**config.mk**
```make
export PLATFORM = sky130hd
export DESIGN_NAME = hdlc_signaling_controller
export DESIGN_NICKNAME = d
export VERILOG_FILES = /design/src/pkg/hdlc_pkg.sv /design/src/hw/hdlc_signaling_controller.sv
export SDC_FILE = /design/constraint.sdc
export NUM_CORES = 2
export LEC_CHECK = 0
export ABC_AREA = 1
export ABC_CLOCK_PERIOD_IN_PS = 3500
export BUFFER_PORTS_ARGS = -buffer_cell sky130_fd_sc_hd__buf_2
export CAP_MARGIN = 20
export CORE_AREA = 4 4 315 317
export DETAILED_ROUTE_END_ITERATION = 10
export DIE_AREA = 0 0 319 321
export HOLD_SLACK_MARGIN = 0.06
export PLACE_DENSITY = 0.77
export SYNTH_ARGS = -nofsm -noshare
export SYNTH_HDL_FRONTEND = slang
export SYNTH_SLANG_ARGS = --single-unit
```
**constraint.sdc**
```tcl
create_clock -name mclk -period 3.5 [get_ports mclk]
set_input_delay 0.175 -clock mclk [delete_from_list [all_inputs] [get_ports mclk]]
set_output_delay 0.175 -clock mclk [all_outputs]
set_load 0.01 [all_outputs]
```
**src/pkg/hdlc_pkg.sv**
```systemverilog
// Contract
// - Three HDLC controllers, each with four receive modes from its own mode field.
// - Channels 2 and 3 behave as channel 1, with their own registers and FIFOs.
// - Lowest mode select bit picks one-byte or two-byte address recognition.
// - Two-byte high address byte compared with FEH, FCH and two programmable values.
// - Command/response bit 1 of the high byte is masked from every compare.
// - Two-byte address valid when high and low bytes both match: eight combinations.
// - Frames matching no address combination are dropped, nothing enters the receive FIFO.
// - One-byte address compared only with the two low-byte compare values.
// - Accepted frames store control, information and status byte; status also readable.
// - Transmitter inserts zero after five ones; receiver deletes those zeros.
// - Mode upper bits 01: addressed frames with flags, CRC and stuffing forwarded.
// - Mode 101: only high byte compared; frame stored without first address byte.
// - Mode 100: no address check, every frame stored, flags CRC stuffing kept.
// - CRC disable: no CRC generated, software supplies it, closing flag only.
// - Transmitter sends any frame length supplied, no length check.
// - Between frames transmitter sends continuous flags when configured.
// - Bit stream uses a selected line time slot, all bits, every frame.
// - Mode 111: raw FIFO data both ways, no flags, CRC or stuffing.
`default_nettype none

package hdlc_pkg;

  // ----------------------------------------------------------------
  // sizes and constants
  // ----------------------------------------------------------------
  localparam int NCH = 3;
  localparam int FIFO_DEPTH = 32;
  localparam logic [5:0] FIFO_FULL = 6'h20;
  localparam logic [7:0] FLAG = 8'h7e;
  localparam logic [7:0] IDLE_ONES = 8'hff;
  localparam logic [7:0] SYNC_BYTE = 8'hff;
  localparam logic [7:0] GROUP_ADDR_A = 8'hfe;
  localparam logic [7:0] GROUP_ADDR_B = 8'hfc;
  localparam logic [7:0] CR_MASK = 8'hfd;
  localparam logic [15:0] CRC_INIT = 16'hffff;
  localparam logic [15:0] CRC_POLY = 16'h8408;
  localparam logic [15:0] CRC_GOOD = 16'hf0b8;
  localparam logic [2:0] STUFF_RUN = 3'h5;
  localparam logic [2:0] FLAG_RUN = 3'h6;
  localparam logic [2:0] FLAG_TAIL_BITS = 3'h6;

  // ----------------------------------------------------------------
  // mode select encodings
  // ----------------------------------------------------------------
  localparam logic [1:0] MODE_NONAUTO = 2'h1;
  localparam logic [2:0] MODE_TRANSP1 = 3'h5;
  localparam logic [2:0] MODE_TRANSP0 = 3'h4;
  localparam logic [2:0] MODE_EXT = 3'h7;

  // ----------------------------------------------------------------
  // status byte field positions
  // ----------------------------------------------------------------
  localparam int ST_VALID = 7;
  localparam int ST_OVERFLOW = 6;
  localparam int ST_CRC_OK = 5;
  localparam int ST_ABORT = 4;

  // ----------------------------------------------------------------
  // carriers
  // ----------------------------------------------------------------
  typedef struct packed {
    logic [2:0] opModeSelect;
    logic transmitCrcDisable;
    logic flagFill;
    logic [4:0] slot;
    logic [7:0] highAddrCompareA;
    logic [7:0] highAddrCompareB;
    logic [7:0] lowAddrCompareA;
    logic [7:0] lowAddrCompareB;
  } chan_cfg_t;

  typedef struct packed {
    logic transmitTransparentFrameCmd;
    logic transmitterResetCmd;
    logic receiverResetCmd;
  } chan_cmd_t;

  typedef struct packed {
    logic [4:0] slotNum;
    logic bitTick;
    logic rxBit;
  } line_in_t;

  typedef struct packed {
    logic [7:0] data;
    logic last;
  } rx_word_t;

  typedef enum logic [2:0] {TX_IDLE, TX_OPEN, TX_DATA, TX_CRC, TX_CLOSE, TX_RAW} tx_state_t;

  typedef struct packed {
    tx_state_t state;
    logic [7:0] sr;
    logic [2:0] idx;
    logic stuff;
    logic [2:0] ones;
    logic [15:0] crc;
    logic crcHi;
    logic go;
    logic bitOut;
    logic busy;
    logic rdy;
    logic [5:0] rdPtr;
    logic [5:0] wrPtr;
  } tx_t;

  typedef struct packed {
    logic [2:0] ones;
    logic [7:0] sr;
    logic [2:0] cnt;
    logic [15:0] crc;
    logic [2:0] nb;
    logic [7:0] d0;
    logic [7:0] d1;
    logic hiOk;
    logic loOk;
    logic inFrame;
    logic ovf;
    logic [7:0] stat;
  } rx_t;

  typedef struct packed {
    rx_word_t w0;
    rx_word_t w1;
    logic [1:0] n;
    logic v;
  } rxbuf_t;

  // ----------------------------------------------------------------
  // reset values
  // ----------------------------------------------------------------
  localparam tx_t TX_RESET = '{state: TX_IDLE, sr: IDLE_ONES, idx: 3'h0, stuff: 1'b0,
                               ones: 3'h0, crc: CRC_INIT, crcHi: 1'b0, go: 1'b0,
                               bitOut: 1'b1, busy: 1'b0, rdy: 1'b1, rdPtr: 6'h00, wrPtr: 6'h00};
  localparam rx_t RX_RESET = '{ones: 3'h0, sr: 8'h00, cnt: 3'h0, crc: CRC_INIT, nb: 3'h0,
                               d0: 8'h00, d1: 8'h00, hiOk: 1'b0, loOk: 1'b0, inFrame: 1'b0,
                               ovf: 1'b0, stat: 8'h00};
  localparam rxbuf_t RXBUF_RESET = '0;

endpackage

`default_nettype wire

```
**src/hw/hdlc_signaling_controller.sv**
```systemverilog
`timescale 1ns/1ps
`default_nettype none

module hdlc_channel (
  input wire logic mclk,
  input wire logic rst_n,
  input wire hdlc_pkg::chan_cfg_t cfg,
  input wire hdlc_pkg::chan_cmd_t cmd,
  input wire hdlc_pkg::line_in_t line,
  input wire logic [7:0] txData,
  input wire logic txValid,
  output var logic txReady,
  output var logic txBit,
  output var logic txBusy,
  output var hdlc_pkg::rx_word_t rxWord,
  output var logic rxValid,
  input wire logic rxReady,
  output var logic [7:0] receiveFrameStatus
);
  import hdlc_pkg::*;

  tx_t txReg;
  tx_t txNext;
  rx_t rxReg;
  rx_t rxNext;
  rxbuf_t bufReg;
  rxbuf_t bufNext;
  logic [7:0] txMem [FIFO_DEPTH];
  logic active;
  logic extMode;
  logic crcOkReg;
  logic crcOkNext;

  // ----------------------------------------------------------------
  // decoding helpers
  // ----------------------------------------------------------------
  function automatic logic [15:0] crcStep(input logic [15:0] c, input logic b);
    crcStep = (c >> 1) ^ ((c[0] ^ b) ? CRC_POLY : 16'h0000);
  endfunction

  function automatic logic hiMatch(input logic [7:0] a, input chan_cfg_t c);
    logic [7:0] m;
    m = a & CR_MASK;
    hiMatch = (m == (GROUP_ADDR_A & CR_MASK)) || (m == (GROUP_ADDR_B & CR_MASK)) ||
              (m == (c.highAddrCompareA & CR_MASK)) || (m == (c.highAddrCompareB & CR_MASK));
  endfunction

  function automatic logic loMatch(input logic [7:0] a, input chan_cfg_t c);
    loMatch = (a == c.lowAddrCompareA) || (a == c.lowAddrCompareB);
  endfunction

  function automatic logic accept(input logic [2:0] mode, input logic hi, input logic lo);
    accept = 1'b0;
    if (mode == MODE_TRANSP0) begin
      accept = 1'b1;
    end else if (mode == MODE_TRANSP1) begin
      accept = hi;
    end else if (mode[2:1] == MODE_NONAUTO) begin
      accept = mode[0] ? (hi && lo) : lo;
    end
  endfunction

  function automatic logic [2:0] skipCount(input logic [2:0] mode);
    skipCount = 3'h0;
    if (mode == MODE_TRANSP1) begin
      skipCount = 3'h1;
    end else if (mode[2:1] == MODE_NONAUTO) begin
      skipCount = mode[0] ? 3'h2 : 3'h1;
    end
  endfunction

  // ----------------------------------------------------------------
  // line slot and mode
  // ----------------------------------------------------------------
  // selected time slot
  assign active = line.bitTick && (line.slotNum == cfg.slot);
  assign extMode = (cfg.opModeSelect == MODE_EXT);

  // ----------------------------------------------------------------
  // transmitter
  // ----------------------------------------------------------------
  always_comb begin
    logic [7:0] nextByte;
    logic fifoEmpty;
    logic b;
    txNext = txReg;
    nextByte = txMem[txReg.rdPtr[4:0]];
    fifoEmpty = (txReg.wrPtr == txReg.rdPtr);
    b = txReg.sr[txReg.idx];
    if (txValid && txReg.rdy) begin
      txNext.wrPtr = txReg.wrPtr + 6'h01;
    end
    if (cmd.transmitTransparentFrameCmd) begin
      txNext.go = 1'b1;
    end
    if (active) begin
      // zero insertion
      // pending zero of the last stuffed byte still goes out ahead of the closing flag
      if ((txReg.stuff || (txReg.idx == 3'h0 && txReg.state == TX_CLOSE)) && txReg.ones == STUFF_RUN) begin
        txNext.bitOut = 1'b0;
        txNext.ones = 3'h0;
      end else begin
        txNext.bitOut = b;
        if (!b) begin
          txNext.ones = 3'h0;
        end else if (txReg.ones != 3'h7) begin
          txNext.ones = txReg.ones + 3'h1;
        end
        if (txReg.state == TX_DATA) begin
          txNext.crc = crcStep(txReg.crc, b);
        end
        txNext.idx = txReg.idx + 3'h1;
        if (txReg.idx == 3'h7) begin
          txNext.stuff = 1'b0;
          txNext.sr = (cfg.flagFill && !extMode) ? FLAG : IDLE_ONES;
          unique case (txReg.state)
            TX_IDLE: begin
              if (txReg.go && !fifoEmpty) begin
                txNext.go = 1'b0;
                txNext.state = extMode ? TX_RAW : TX_OPEN;
                txNext.sr = extMode ? SYNC_BYTE : FLAG;
              end
            end
            TX_OPEN: begin
              if (!fifoEmpty) begin
                txNext.sr = nextByte;
                txNext.rdPtr = txReg.rdPtr + 6'h01;
                txNext.stuff = 1'b1;
                txNext.crc = CRC_INIT;
                txNext.state = TX_DATA;
              end else begin
                txNext.state = TX_IDLE;
              end
            end
            TX_DATA: begin
              if (!fifoEmpty) begin
                txNext.sr = nextByte;
                txNext.rdPtr = txReg.rdPtr + 6'h01;
                txNext.stuff = 1'b1;
              end else if (cfg.transmitCrcDisable) begin
                txNext.sr = FLAG;
                txNext.state = TX_CLOSE;
              end else begin
                txNext.sr = ~txNext.crc[7:0];
                txNext.stuff = 1'b1;
                txNext.crcHi = 1'b0;
                txNext.state = TX_CRC;
              end
            end
            TX_CRC: begin
              if (!txReg.crcHi) begin
                txNext.sr = ~txReg.crc[15:8];
                txNext.stuff = 1'b1;
                txNext.crcHi = 1'b1;
              end else begin
                txNext.sr = FLAG;
                txNext.state = TX_CLOSE;
              end
            end
            TX_CLOSE: begin
              txNext.state = TX_IDLE;
            end
            TX_RAW: begin
              if (!fifoEmpty) begin
                txNext.sr = nextByte;
                txNext.rdPtr = txReg.rdPtr + 6'h01;
              end else begin
                txNext.state = TX_IDLE;
              end
            end
          endcase
        end
      end
    end
    if (cmd.transmitterResetCmd) begin
      txNext = TX_RESET;
    end
    txNext.rdy = (6'(txNext.wrPtr - txNext.rdPtr) != FIFO_FULL);
    txNext.busy = (txNext.state != TX_IDLE) || txNext.go;
  end

  always_ff @(posedge mclk) begin
    if (!rst_n) begin
      txReg <= TX_RESET;
    end else begin
      txReg <= txNext;
    end
  end

  // fifo storage, frame content loaded by software before the start command
  always_ff @(posedge mclk) begin
    if (txValid && txReg.rdy && !cmd.transmitterResetCmd) begin
      txMem[txReg.wrPtr[4:0]] <= txData;
    end
  end

  // ----------------------------------------------------------------
  // receiver and two-entry output buffer
  // ----------------------------------------------------------------
  always_comb begin
    logic b;
    logic dataBit;
    logic endEv;
    logic abortEv;
    logic push;
    logic pop;
    logic space;
    logic [7:0] byteIn;
    logic [7:0] statusByte;
    rx_word_t pushWord;
    rxNext = rxReg;
    crcOkNext = crcOkReg;
    bufNext = bufReg;
    b = line.rxBit;
    dataBit = 1'b0;
    endEv = 1'b0;
    abortEv = 1'b0;
    push = 1'b0;
    pushWord = '0;
    byteIn = {b, rxReg.sr[7:1]};
    pop = bufReg.v && rxReady;
    space = (bufReg.n != 2'h2) || pop;
    if (active) begin
      if (extMode) begin
        rxNext.sr = byteIn;
        rxNext.cnt = rxReg.cnt + 3'h1;
        if (rxReg.cnt == 3'h7) begin
          push = 1'b1;
          pushWord = '{data: byteIn, last: 1'b0};
        end
      end else if (b) begin
        if (rxReg.ones == FLAG_RUN) begin
          abortEv = 1'b1;
          rxNext.ones = 3'h7;
        end else if (rxReg.ones != 3'h7) begin
          rxNext.ones = rxReg.ones + 3'h1;
          dataBit = (rxReg.ones < STUFF_RUN);
        end
      end else begin
        rxNext.ones = 3'h0;
        if (rxReg.ones == FLAG_RUN) begin
          endEv = 1'b1;
        end else begin
          dataBit = (rxReg.ones != STUFF_RUN);
        end
      end
    end
    statusByte = '0;
    // crc judged at the last whole byte, before the flag's leading bits
    statusByte[ST_CRC_OK] = crcOkReg;
    statusByte[ST_VALID] = crcOkReg && (rxReg.cnt == FLAG_TAIL_BITS) && !abortEv;
    statusByte[ST_OVERFLOW] = rxReg.ovf;
    statusByte[ST_ABORT] = abortEv;
    if (dataBit && rxReg.inFrame) begin
      rxNext.sr = byteIn;
      rxNext.crc = crcStep(rxReg.crc, b);
      rxNext.cnt = rxReg.cnt + 3'h1;
      if (rxReg.cnt == 3'h7) begin
        crcOkNext = (rxNext.crc == CRC_GOOD);
        if (rxReg.nb == 3'h0) begin
          rxNext.hiOk = hiMatch(byteIn, cfg);
          rxNext.loOk = loMatch(byteIn, cfg);
        end
        if (rxReg.nb == 3'h1 && cfg.opModeSelect[2:1] == MODE_NONAUTO && cfg.opModeSelect[0]) begin
          rxNext.loOk = loMatch(byteIn, cfg);
        end
        if (rxReg.nb >= 3'h2 && accept(cfg.opModeSelect, rxReg.hiOk, rxReg.loOk) &&
            3'(rxReg.nb - 3'h2) >= skipCount(cfg.opModeSelect)) begin
          push = 1'b1;
          pushWord = '{data: rxReg.d1, last: 1'b0};
        end
        rxNext.d1 = rxReg.d0;
        rxNext.d0 = byteIn;
        if (rxReg.nb != 3'h7) begin
          rxNext.nb = rxReg.nb + 3'h1;
        end
      end
    end
    if ((endEv || abortEv) && rxReg.inFrame && rxReg.nb >= 3'h2 &&
        accept(cfg.opModeSelect, rxReg.hiOk, rxReg.loOk)) begin
      push = 1'b1;
      pushWord = '{data: statusByte, last: 1'b1};
      rxNext.stat = statusByte;
    end
    if (pop) begin
      bufNext.w0 = bufReg.w1;
      bufNext.n = bufReg.n - 2'h1;
    end
    if (push) begin
      if (space) begin
        if (bufNext.n == 2'h0) begin
          bufNext.w0 = pushWord;
        end else begin
          bufNext.w1 = pushWord;
        end
        bufNext.n = bufNext.n + 2'h1;
      end else begin
        rxNext.ovf = 1'b1;
      end
    end
    if (endEv) begin
      rxNext.inFrame = 1'b1;
      rxNext.nb = 3'h0;
      rxNext.cnt = 3'h0;
      rxNext.crc = CRC_INIT;
      rxNext.hiOk = 1'b0;
      rxNext.loOk = 1'b0;
      rxNext.ovf = 1'b0;
      crcOkNext = 1'b0;
    end
    if (abortEv) begin
      rxNext.inFrame = 1'b0;
    end
    bufNext.v = (bufNext.n != 2'h0);
    if (cmd.receiverResetCmd) begin
      rxNext = RX_RESET;
      bufNext = RXBUF_RESET;
      crcOkNext = 1'b0;
    end
  end

  always_ff @(posedge mclk) begin
    if (!rst_n) begin
      rxReg <= RX_RESET;
      crcOkReg <= 1'b0;
      bufReg <= RXBUF_RESET;
    end else begin
      rxReg <= rxNext;
      crcOkReg <= crcOkNext;
      bufReg <= bufNext;
    end
  end

  // ----------------------------------------------------------------
  // outputs
  // ----------------------------------------------------------------
  assign txReady = txReg.rdy;
  assign txBit = txReg.bitOut;
  assign txBusy = txReg.busy;
  assign rxWord = bufReg.w0;
  assign rxValid = bufReg.v;
  assign receiveFrameStatus = rxReg.stat;

endmodule // hdlc_channel

module hdlc_signaling_controller (
  input wire logic mclk,
  input wire logic rst_n,
  input wire hdlc_pkg::chan_cfg_t [hdlc_pkg::NCH-1:0] cfg,
  input wire hdlc_pkg::chan_cmd_t [hdlc_pkg::NCH-1:0] cmd,
  input wire hdlc_pkg::line_in_t line,
  input wire logic [hdlc_pkg::NCH-1:0][7:0] txData,
  input wire logic [hdlc_pkg::NCH-1:0] txValid,
  output wire logic [hdlc_pkg::NCH-1:0] txReady,
  output wire logic [hdlc_pkg::NCH-1:0] txBit,
  output wire logic [hdlc_pkg::NCH-1:0] txBusy,
  output wire hdlc_pkg::rx_word_t [hdlc_pkg::NCH-1:0] rxWord,
  output wire logic [hdlc_pkg::NCH-1:0] rxValid,
  input wire logic [hdlc_pkg::NCH-1:0] rxReady,
  output wire logic [hdlc_pkg::NCH-1:0][7:0] receiveFrameStatus
);
  import hdlc_pkg::*;

  // ----------------------------------------------------------------
  // channels
  // ----------------------------------------------------------------
  // three controllers
  for (genvar g = 0; g < NCH; g++) begin : gen_chan
    hdlc_channel u_chan (
      .mclk(mclk),
      .rst_n(rst_n),
      .cfg(cfg[g]),
      .cmd(cmd[g]),
      .line(line),
      .txData(txData[g]),
      .txValid(txValid[g]),
      .txReady(txReady[g]),
      .txBit(txBit[g]),
      .txBusy(txBusy[g]),
      .rxWord(rxWord[g]),
      .rxValid(rxValid[g]),
      .rxReady(rxReady[g]),
      .receiveFrameStatus(receiveFrameStatus[g])
    );
  end

endmodule // hdlc_signaling_controller

`default_nettype wire

```
======== After elaboration in Yosys (flattened, before gate mapping) ========
Memories as Yosys holds them, arrays and structs flattened. A register that Yosys moved wholly into a read port is not among the register bits.
Index checks and enable logic that the tools add are counted.
word-level totals
  register bits ........................... 390
  memory bits (writable) .................. 768
  input port bits ......................... 174
  memories ................................ 3
cells by class
  multiplexer cells ....................... 324
  reduce and logical (&&, ||, !) cells .... 174
  equal/unequal tests ..................... 99
  magnitude comparators ................... 12
  bitwise operators ....................... 31
  add/sub/neg operators ................... 33
memory list
  name                      words  bits a word  rd ports  clocked after Yosys merged registers in  wr ports  RTL line                         RTL
  gen_chan[0].u_chan.txMem  32     8            1         1                                        1         hdlc_signaling_controller.sv:28  logic [7:0] txMem [FIFO_DEPTH];
  gen_chan[1].u_chan.txMem  32     8            1         1                                        1         hdlc_signaling_controller.sv:28
  gen_chan[2].u_chan.txMem  32     8            1         1                                        1         hdlc_signaling_controller.sv:28
operators by type and width
  kind                                                           number
  16-bit 2-to-1 mux                                              21
  9-bit 2-to-1 mux                                               30
  11-bit 2-to-1 mux                                              15
  51-bit 2-to-1 mux                                              3
  48-bit 2-to-1 mux                                              3
  3-bit 2-to-1 mux                                               45
  1-bit 2-to-1 mux                                               123
  20-bit 2-to-1 mux                                              6
  8-bit 2-to-1 mux                                               15
  37-bit 2-to-1 mux                                              3
  18-bit 2-to-1 mux                                              6
  6-bit 2-to-1 mux                                               18
  8-bit case mux with 4 select lines                             3
  15-bit by 16-bit XOR with 16-bit output                        6
  3-bit equality test, second input constant                     30
  21-bit 2-to-1 mux                                              3
  1-bit logical AND                                              57
  3-bit case mux with 6 select lines                             3
  3-bit AND reduction                                            18
  16-bit equality test, second input constant                    3
  8-bit equality test                                            6
  8-bit NOT                                                      6
  3-bit by 1-bit adder with 3-bit output, second input constant  15
  15-bit 2-to-1 mux                                              3
  other kinds (38)                                               232

======== Longest topological paths before layout ========
  depth in word-level cells ............... 18
  mapped depth ............................ 20
  gate-level depth less buffers ........... 20

======== Hierarchy ========
Synthesis repeated with hierarchy kept, for this count alone.
unflattened totals
  cells, all modules ...................... 5610
  area total of the unflattened synthesis .. 52701.8 µm²
modules (own cells, without submodules)
  module                              sequential area each (µm²)  cells an instance  times used  area an instance (µm²)
  hdlc_channel at gen_chan[2].u_chan  10269.8                     1899               1           17613.1
  hdlc_channel at gen_chan[0].u_chan  10269.8                     1902               1           17574.4
  hdlc_channel at gen_chan[1].u_chan  10269.8                     1809               1           17514.3

======== Least setup slack after synthesis ========
Ideal clock, no wire load.
  path type ............................... register -> register
  from .................................... register gen_chan[1].u_chan.txReg[37] (netlist bit)
  to ...................................... register gen_chan[1].u_chan.txReg, in the netlist gen_chan[1].u_chan.txReady
  data required time ...................... 3.374 ns
  data arrival time ....................... 2.884 ns
  slack ................................... 0.490 ns
  setup time .............................. 0.126 ns
  cell stages (with the launch flop) ...... 17
  clock period less this slack ............ 3.010 ns
  cell sequence ........................... dfxtp_1 -> inv_1 -> ha_1 -> nand4_1 -> a21oi_1 -> nor3_2 -> nand3_1 -> nor2_1 -> xor2_1 -> or2_2 -> ha_1 -> inv_1 -> o21bai_1 -> a21o_1 -> xor2_1 -> nor4_1 -> nand3_1
between the ends
  word-level cells in the longest chain between the ends .. 9
  elaborated cells between the ends (all ways) .. 11
  classes of those cells .................. add/sub (1); eq/ne (2); mux (4); reduce/logical (4)
ends and longest elaborated chain
  item                       RTL line                          RTL
  start, declared            hdlc_signaling_controller.sv:22   tx_t txReg;
  start signal, assigned     hdlc_signaling_controller.sv:186  txReg <= txNext;
  3-bit zero test            hdlc_signaling_controller.sv:99   if ((txReg.stuff || (txReg.idx == 3'h0 && txReg.state == TX_CLOSE)) && txReg.ones == STUFF_RUN) begin
  1-bit logical AND          hdlc_signaling_controller.sv:99
  1-bit logical OR           hdlc_signaling_controller.sv:99
  1-bit logical AND          hdlc_signaling_controller.sv:99
  6-bit 2-to-1 mux (*)       hdlc_signaling_controller.sv:99
  6-bit 2-to-1 mux (*)       hdlc_signaling_controller.sv:96   if (active) begin
  51-bit 2-to-1 mux (*)      hdlc_signaling_controller.sv:175  if (cmd.transmitterResetCmd) begin
  6-bit subtractor (*)       hdlc_signaling_controller.sv:178  txNext.rdy = (6'(txNext.wrPtr - txNext.rdPtr) != FIFO_FULL);
  6-bit inequality test (*)  hdlc_signaling_controller.sv:178
Every way passes the cells marked *; elsewhere a longest branch is shown, timed or not.
A chain may end at the register's enable or synchronous reset.

======== Worst setup path in the final report ========
  from .................................... input line[0] (netlist bit)
  to ...................................... register gen_chan[2].u_chan.rxReg[10] (netlist bit)
between the ends
  word-level cells in the longest chain between the ends .. 5
  elaborated cells between the ends (all ways) .. 14
  classes of those cells .................. eq/ne (2); mux (8); reduce/logical (4)
ends and longest elaborated chain
  item                                  RTL line                          RTL
  start, declared                       hdlc_signaling_controller.sv:351  input wire hdlc_pkg::line_in_t line,
  1-bit 2-to-1 mux                      hdlc_signaling_controller.sv:231  end else if (b) begin
  1-bit 2-to-1 mux                      hdlc_signaling_controller.sv:224  if (extMode) begin
  1-bit 2-to-1 mux                      hdlc_signaling_controller.sv:223  if (active) begin
  1-bit logical AND                     hdlc_signaling_controller.sv:254  if (dataBit && rxReg.inFrame) begin
  3-bit AND reduction (no source line)  --
  end signal, assigned                  hdlc_signaling_controller.sv:328  rxReg <= rxNext;
  end, declared                         hdlc_signaling_controller.sv:24   rx_t rxReg;
Parallel ways exist; a longest one is shown, timed or not. The select of a mux whose other input is x is not followed.

==> flow_summary.json <==
{
  "slowest_stage": "dlygate4sd3_1",
  "cp_num_buf_inv": 6,
  "ir_drop_v": 0.0004110,
  "vias": 40890,
  "startpoint_type": "primary input",
  "grt_setup_unrepaired": "no",
  "clock-sinks": 1155,
  "period_needed_ns": 3.262,
  "drtIter0Drc": 4244,
  "netlist_instances": 5699,
  "cts_tree": "yes",
  "cts_buffer_depth": 3,
  "grt_pass1_vias": 38690,
  "yosys_warnings": 0,
  "ys_ff_latch": 1155,
  "cellLeakagePower_nw": 23.16,
  "cpMostUsedCell": "dlygate4sd3_1",
  "pwr_density_cell_mw_per_mm2": 471.4,
  "arrival_ns": 3.88,
  "status": "finished, final reports clean",
  "die_w_um": 319,
  "via_per_inst": 5.645,
  "crit_path_cell_trace": "dlygate4sd3_1 > clkbuf_4 > buf_4 > xnor2_1 > nand4_1 > dlygate4sd3_1 > nor3_1 > dlygate4sd3_1 > a21oi_1 > dlygate4sd3_1 > or2_0 > a21oi_1",
  "yosysSeqAreaShare_pct": 58.49,
  "portBuffers": 218,
  "syn_avg_cell_area_um2": 9.244,
  "cts_max_level": 3,
  "synth_top_area_share_pct": 43.78,
  "wl_um": 130700,
  "rows": 114,
  "fin_crit_sh_pct": 93.19,
  "synth_ff_type": "edfxtp_1",
  "power_w": 0.02783,
  "ys_types": 61,
  "grt_pass1_wl_um": 206100,
  "core_mm2": 0.09628,
  "antenna_found_initial": 6,
  "worst_pin_slew_ns": 0.9125,
  "critPathCaptureType": "flip-flop",
  "min_path_type": "in -> reg",
  "drive_gt1_share_pct": 9.330,
  "layout.filler_cells": 7690,
  "final_common_cell": "nand2_1",
  "setup_viol": 0,
  "antenna_left": 0,
  "wl_per_cell_um": 18.05,
  "grt_max_degree": 135,
  "dr.pass1.iters": 8,
  "die_h_um": 321,
  "critPathMaxFanout": 20,
  "area.growth.synth_to_final_pct": 12.08,
  "max_freq_ghz": 0.3066,
  "setup_slack_ns": 0.2383,
  "fin_skew_ns": 0.02398,
  "insertion_delay_ns": 0.70,
  "finalWeightedCongestion": 0.9088,
  "slew_violations": 0,
  "dieArea_mm2": 0.1024,
  "path_class": "in -> reg",
  "synth_edf_count": 768,
  "cts_made_buffers": 116,
  "synth_area_leaders": "edfxtp_1 44%, dfxtp_1 15%, nand2_1 7.1%, nor2_1 7.0%, o21ai_0 5.3%",
  "cap_viol_max_count": 0,
  "final_cell_mix": "1001 x nand2_1, 977 x nor2_1, 768 x edfxtp_1, 558 x o21ai_0, 395 x inv_1",
  "drc": 0,
  "ioPinCount": 237,
  "finalHoldViolations": 0,
  "crit_family": "buffers and inverters",
  "postCtsSetupBuffers": 0,
  "critPathMaxStageDelay_ns": 0.58,
  "root_buffer": "clkbuf_16",
  "hpwl_um": 83830,
  "pre_cts_ws_ns": 0.2492,
  "grt-ovfl-total": 0,
  "num-nets-final": 6142,
  "clk_pin_slew_worst_paths_ns": 0.06,
  "grt_use_total_pct": 24.78,
  "syn_area_mm2": 0.05268,
  "start_util_pct": 54.71,
  "setup_tns_ns": 0,
  "yosys.area.top_type": "edfxtp_1",
  "async_flop_share_pct": 0,
  "crit_required_ns": 4.12,
  "slew_headroom_pct": 39.17
}
-- stage by stage --
step	cell area [um2]	utilization [%]	hold slack (ns)	cells
2_1_floorplan	52720	-	0.2739	5710
3_3_place_gp	54520	56.63	0.4475	6958
3_5_place_dp	54520	56.63	0.4509	6958
4_1_cts	58990	61.27	0.06424	7234
5_1_grt	59030	61.31	0.1105	7237
6_report	59040	61.32	0.1189	7243
-- final cells by class --
type	count	area (um2)	share of cell area, %
well taps	1276	1597	2.704
multi-input cells	3805	18770	31.79
clock inverters	55	613.1	1.038
inverters	419	1582	2.679
diodes	8	20.02	0.03391
clock buffers	153	3176	5.379
flip-flops and latches	1155	30830	52.21
repair buffers	372	2457	4.162
-- state kept, by name, summed over array words and instances, names as in the netlist --
| name | cells |
|---|---|
| gen_chan.u_chan.txReady | 3 |
| gen_chan.u_chan.rxReg | 156 |
| gen_chan.u_chan.txBusy | 3 |
| gen_chan.u_chan.txMem | 768 |
| gen_chan.u_chan.bufReg | 33 |
| gen_chan.u_chan.txBit | 3 |
| gen_chan.u_chan.rxWord | 27 |
| gen_chan.u_chan.txReg | 144 |
| gen_chan.u_chan.receiveFrameStatus | 12 |
| gen_chan.u_chan.rxValid | 3 |
| gen_chan.u_chan.crcOkReg | 3 |
-- logic make-up (layout without fill, tap and decap cells) --
logic type / Yosys count / in the layout / share of synthesized area [%]
other cells: 1 / 20 / 0.007119
mux: 4 / 4 / 0.08313
flops: 1155 / 1155 / 58.49
buf+inv: 750 / 999 / 6.009
fa+ha+maj: 99 / 99 / 2.351
compound gates: 1123 / 1123 / 12.01
simple gates: 2455 / 2455 / 19.20
xor+xnor: 112 / 112 / 1.862
-- worst paths after layout --
path	startpoint	to	slack, ns	cells past startpoint
max	line[0]	gen_chan[2].u_chan.rxReg[10]$_SDFFE_PP0P_	0.24	12
min	cfg[69]	gen_chan[1].u_chan.rxReg[11]$_SDFFE_PP0P_	0.12	6
max reg2reg	gen_chan[0].u_chan.rxReg[58]$_SDFFE_PP0P_	gen_chan[0].u_chan.rxReg[10]$_SDFFE_PP0P_	0.24	10
min reg2reg	gen_chan[2].u_chan.receiveFrameStatus[6]$_SDFFE_PP0P_	gen_chan[2].u_chan.receiveFrameStatus[6]$_SDFFE_PP0P_	0.46	2
-- power by group --
part | switching, W | internal, W | total (W)
sequential | 0.0000185 | 0.0146 | 0.0146
combinational | 0.000604 | 0.000278 | 0.000881
clock | 0.00515 | 0.00722 | 0.0124
total | 0.00577 | 0.0221 | 0.0278
-- synthesized netlist by cell type, drive strengths merged (7+ instances only) --
library cell / n
buf: 154
a211oi: 12
o21a: 8
clkbuf: 177
o22ai: 25
o211ai: 180
nor3: 42
or2: 19
nand4: 42
clkinv: 8
nand2: 1009
dfxtp: 387
ha: 99
inv: 411
a31oi: 9
edfxtp: 768
nor2: 989
nand3: 324
xor2: 63
a21oi: 283
nor4: 19
o21ai: 568
nand3b: 7
xnor2: 49
o221ai: 8
-- worst min-delay path, delay by kind of cell --
family	cells	cell delay (ns)
and+or+nand+nor	2	0.22
xor gates and xnor gates	1	0.05
AOI/OAI and AO/OA	2	0.23
buffers and inverters	1	0.08
-- metal layers --
layer,track usage (%),share of wire (%),wire length (um)
met5,0,0,0
met4,8.465,3.0,3894
met3,4.964,8.7,11380
met2,40.38,47,61480
met1,33.46,41,53960
-- repair_timing --
item	4_1_cts	5_1_grt
setup endpoints to repair	0	3
gates resized for setup	0	8
hold buffers	68	0
endpoints found under the hold margin	958	0
No activity file was read; power rests on OpenSTA's default activity.
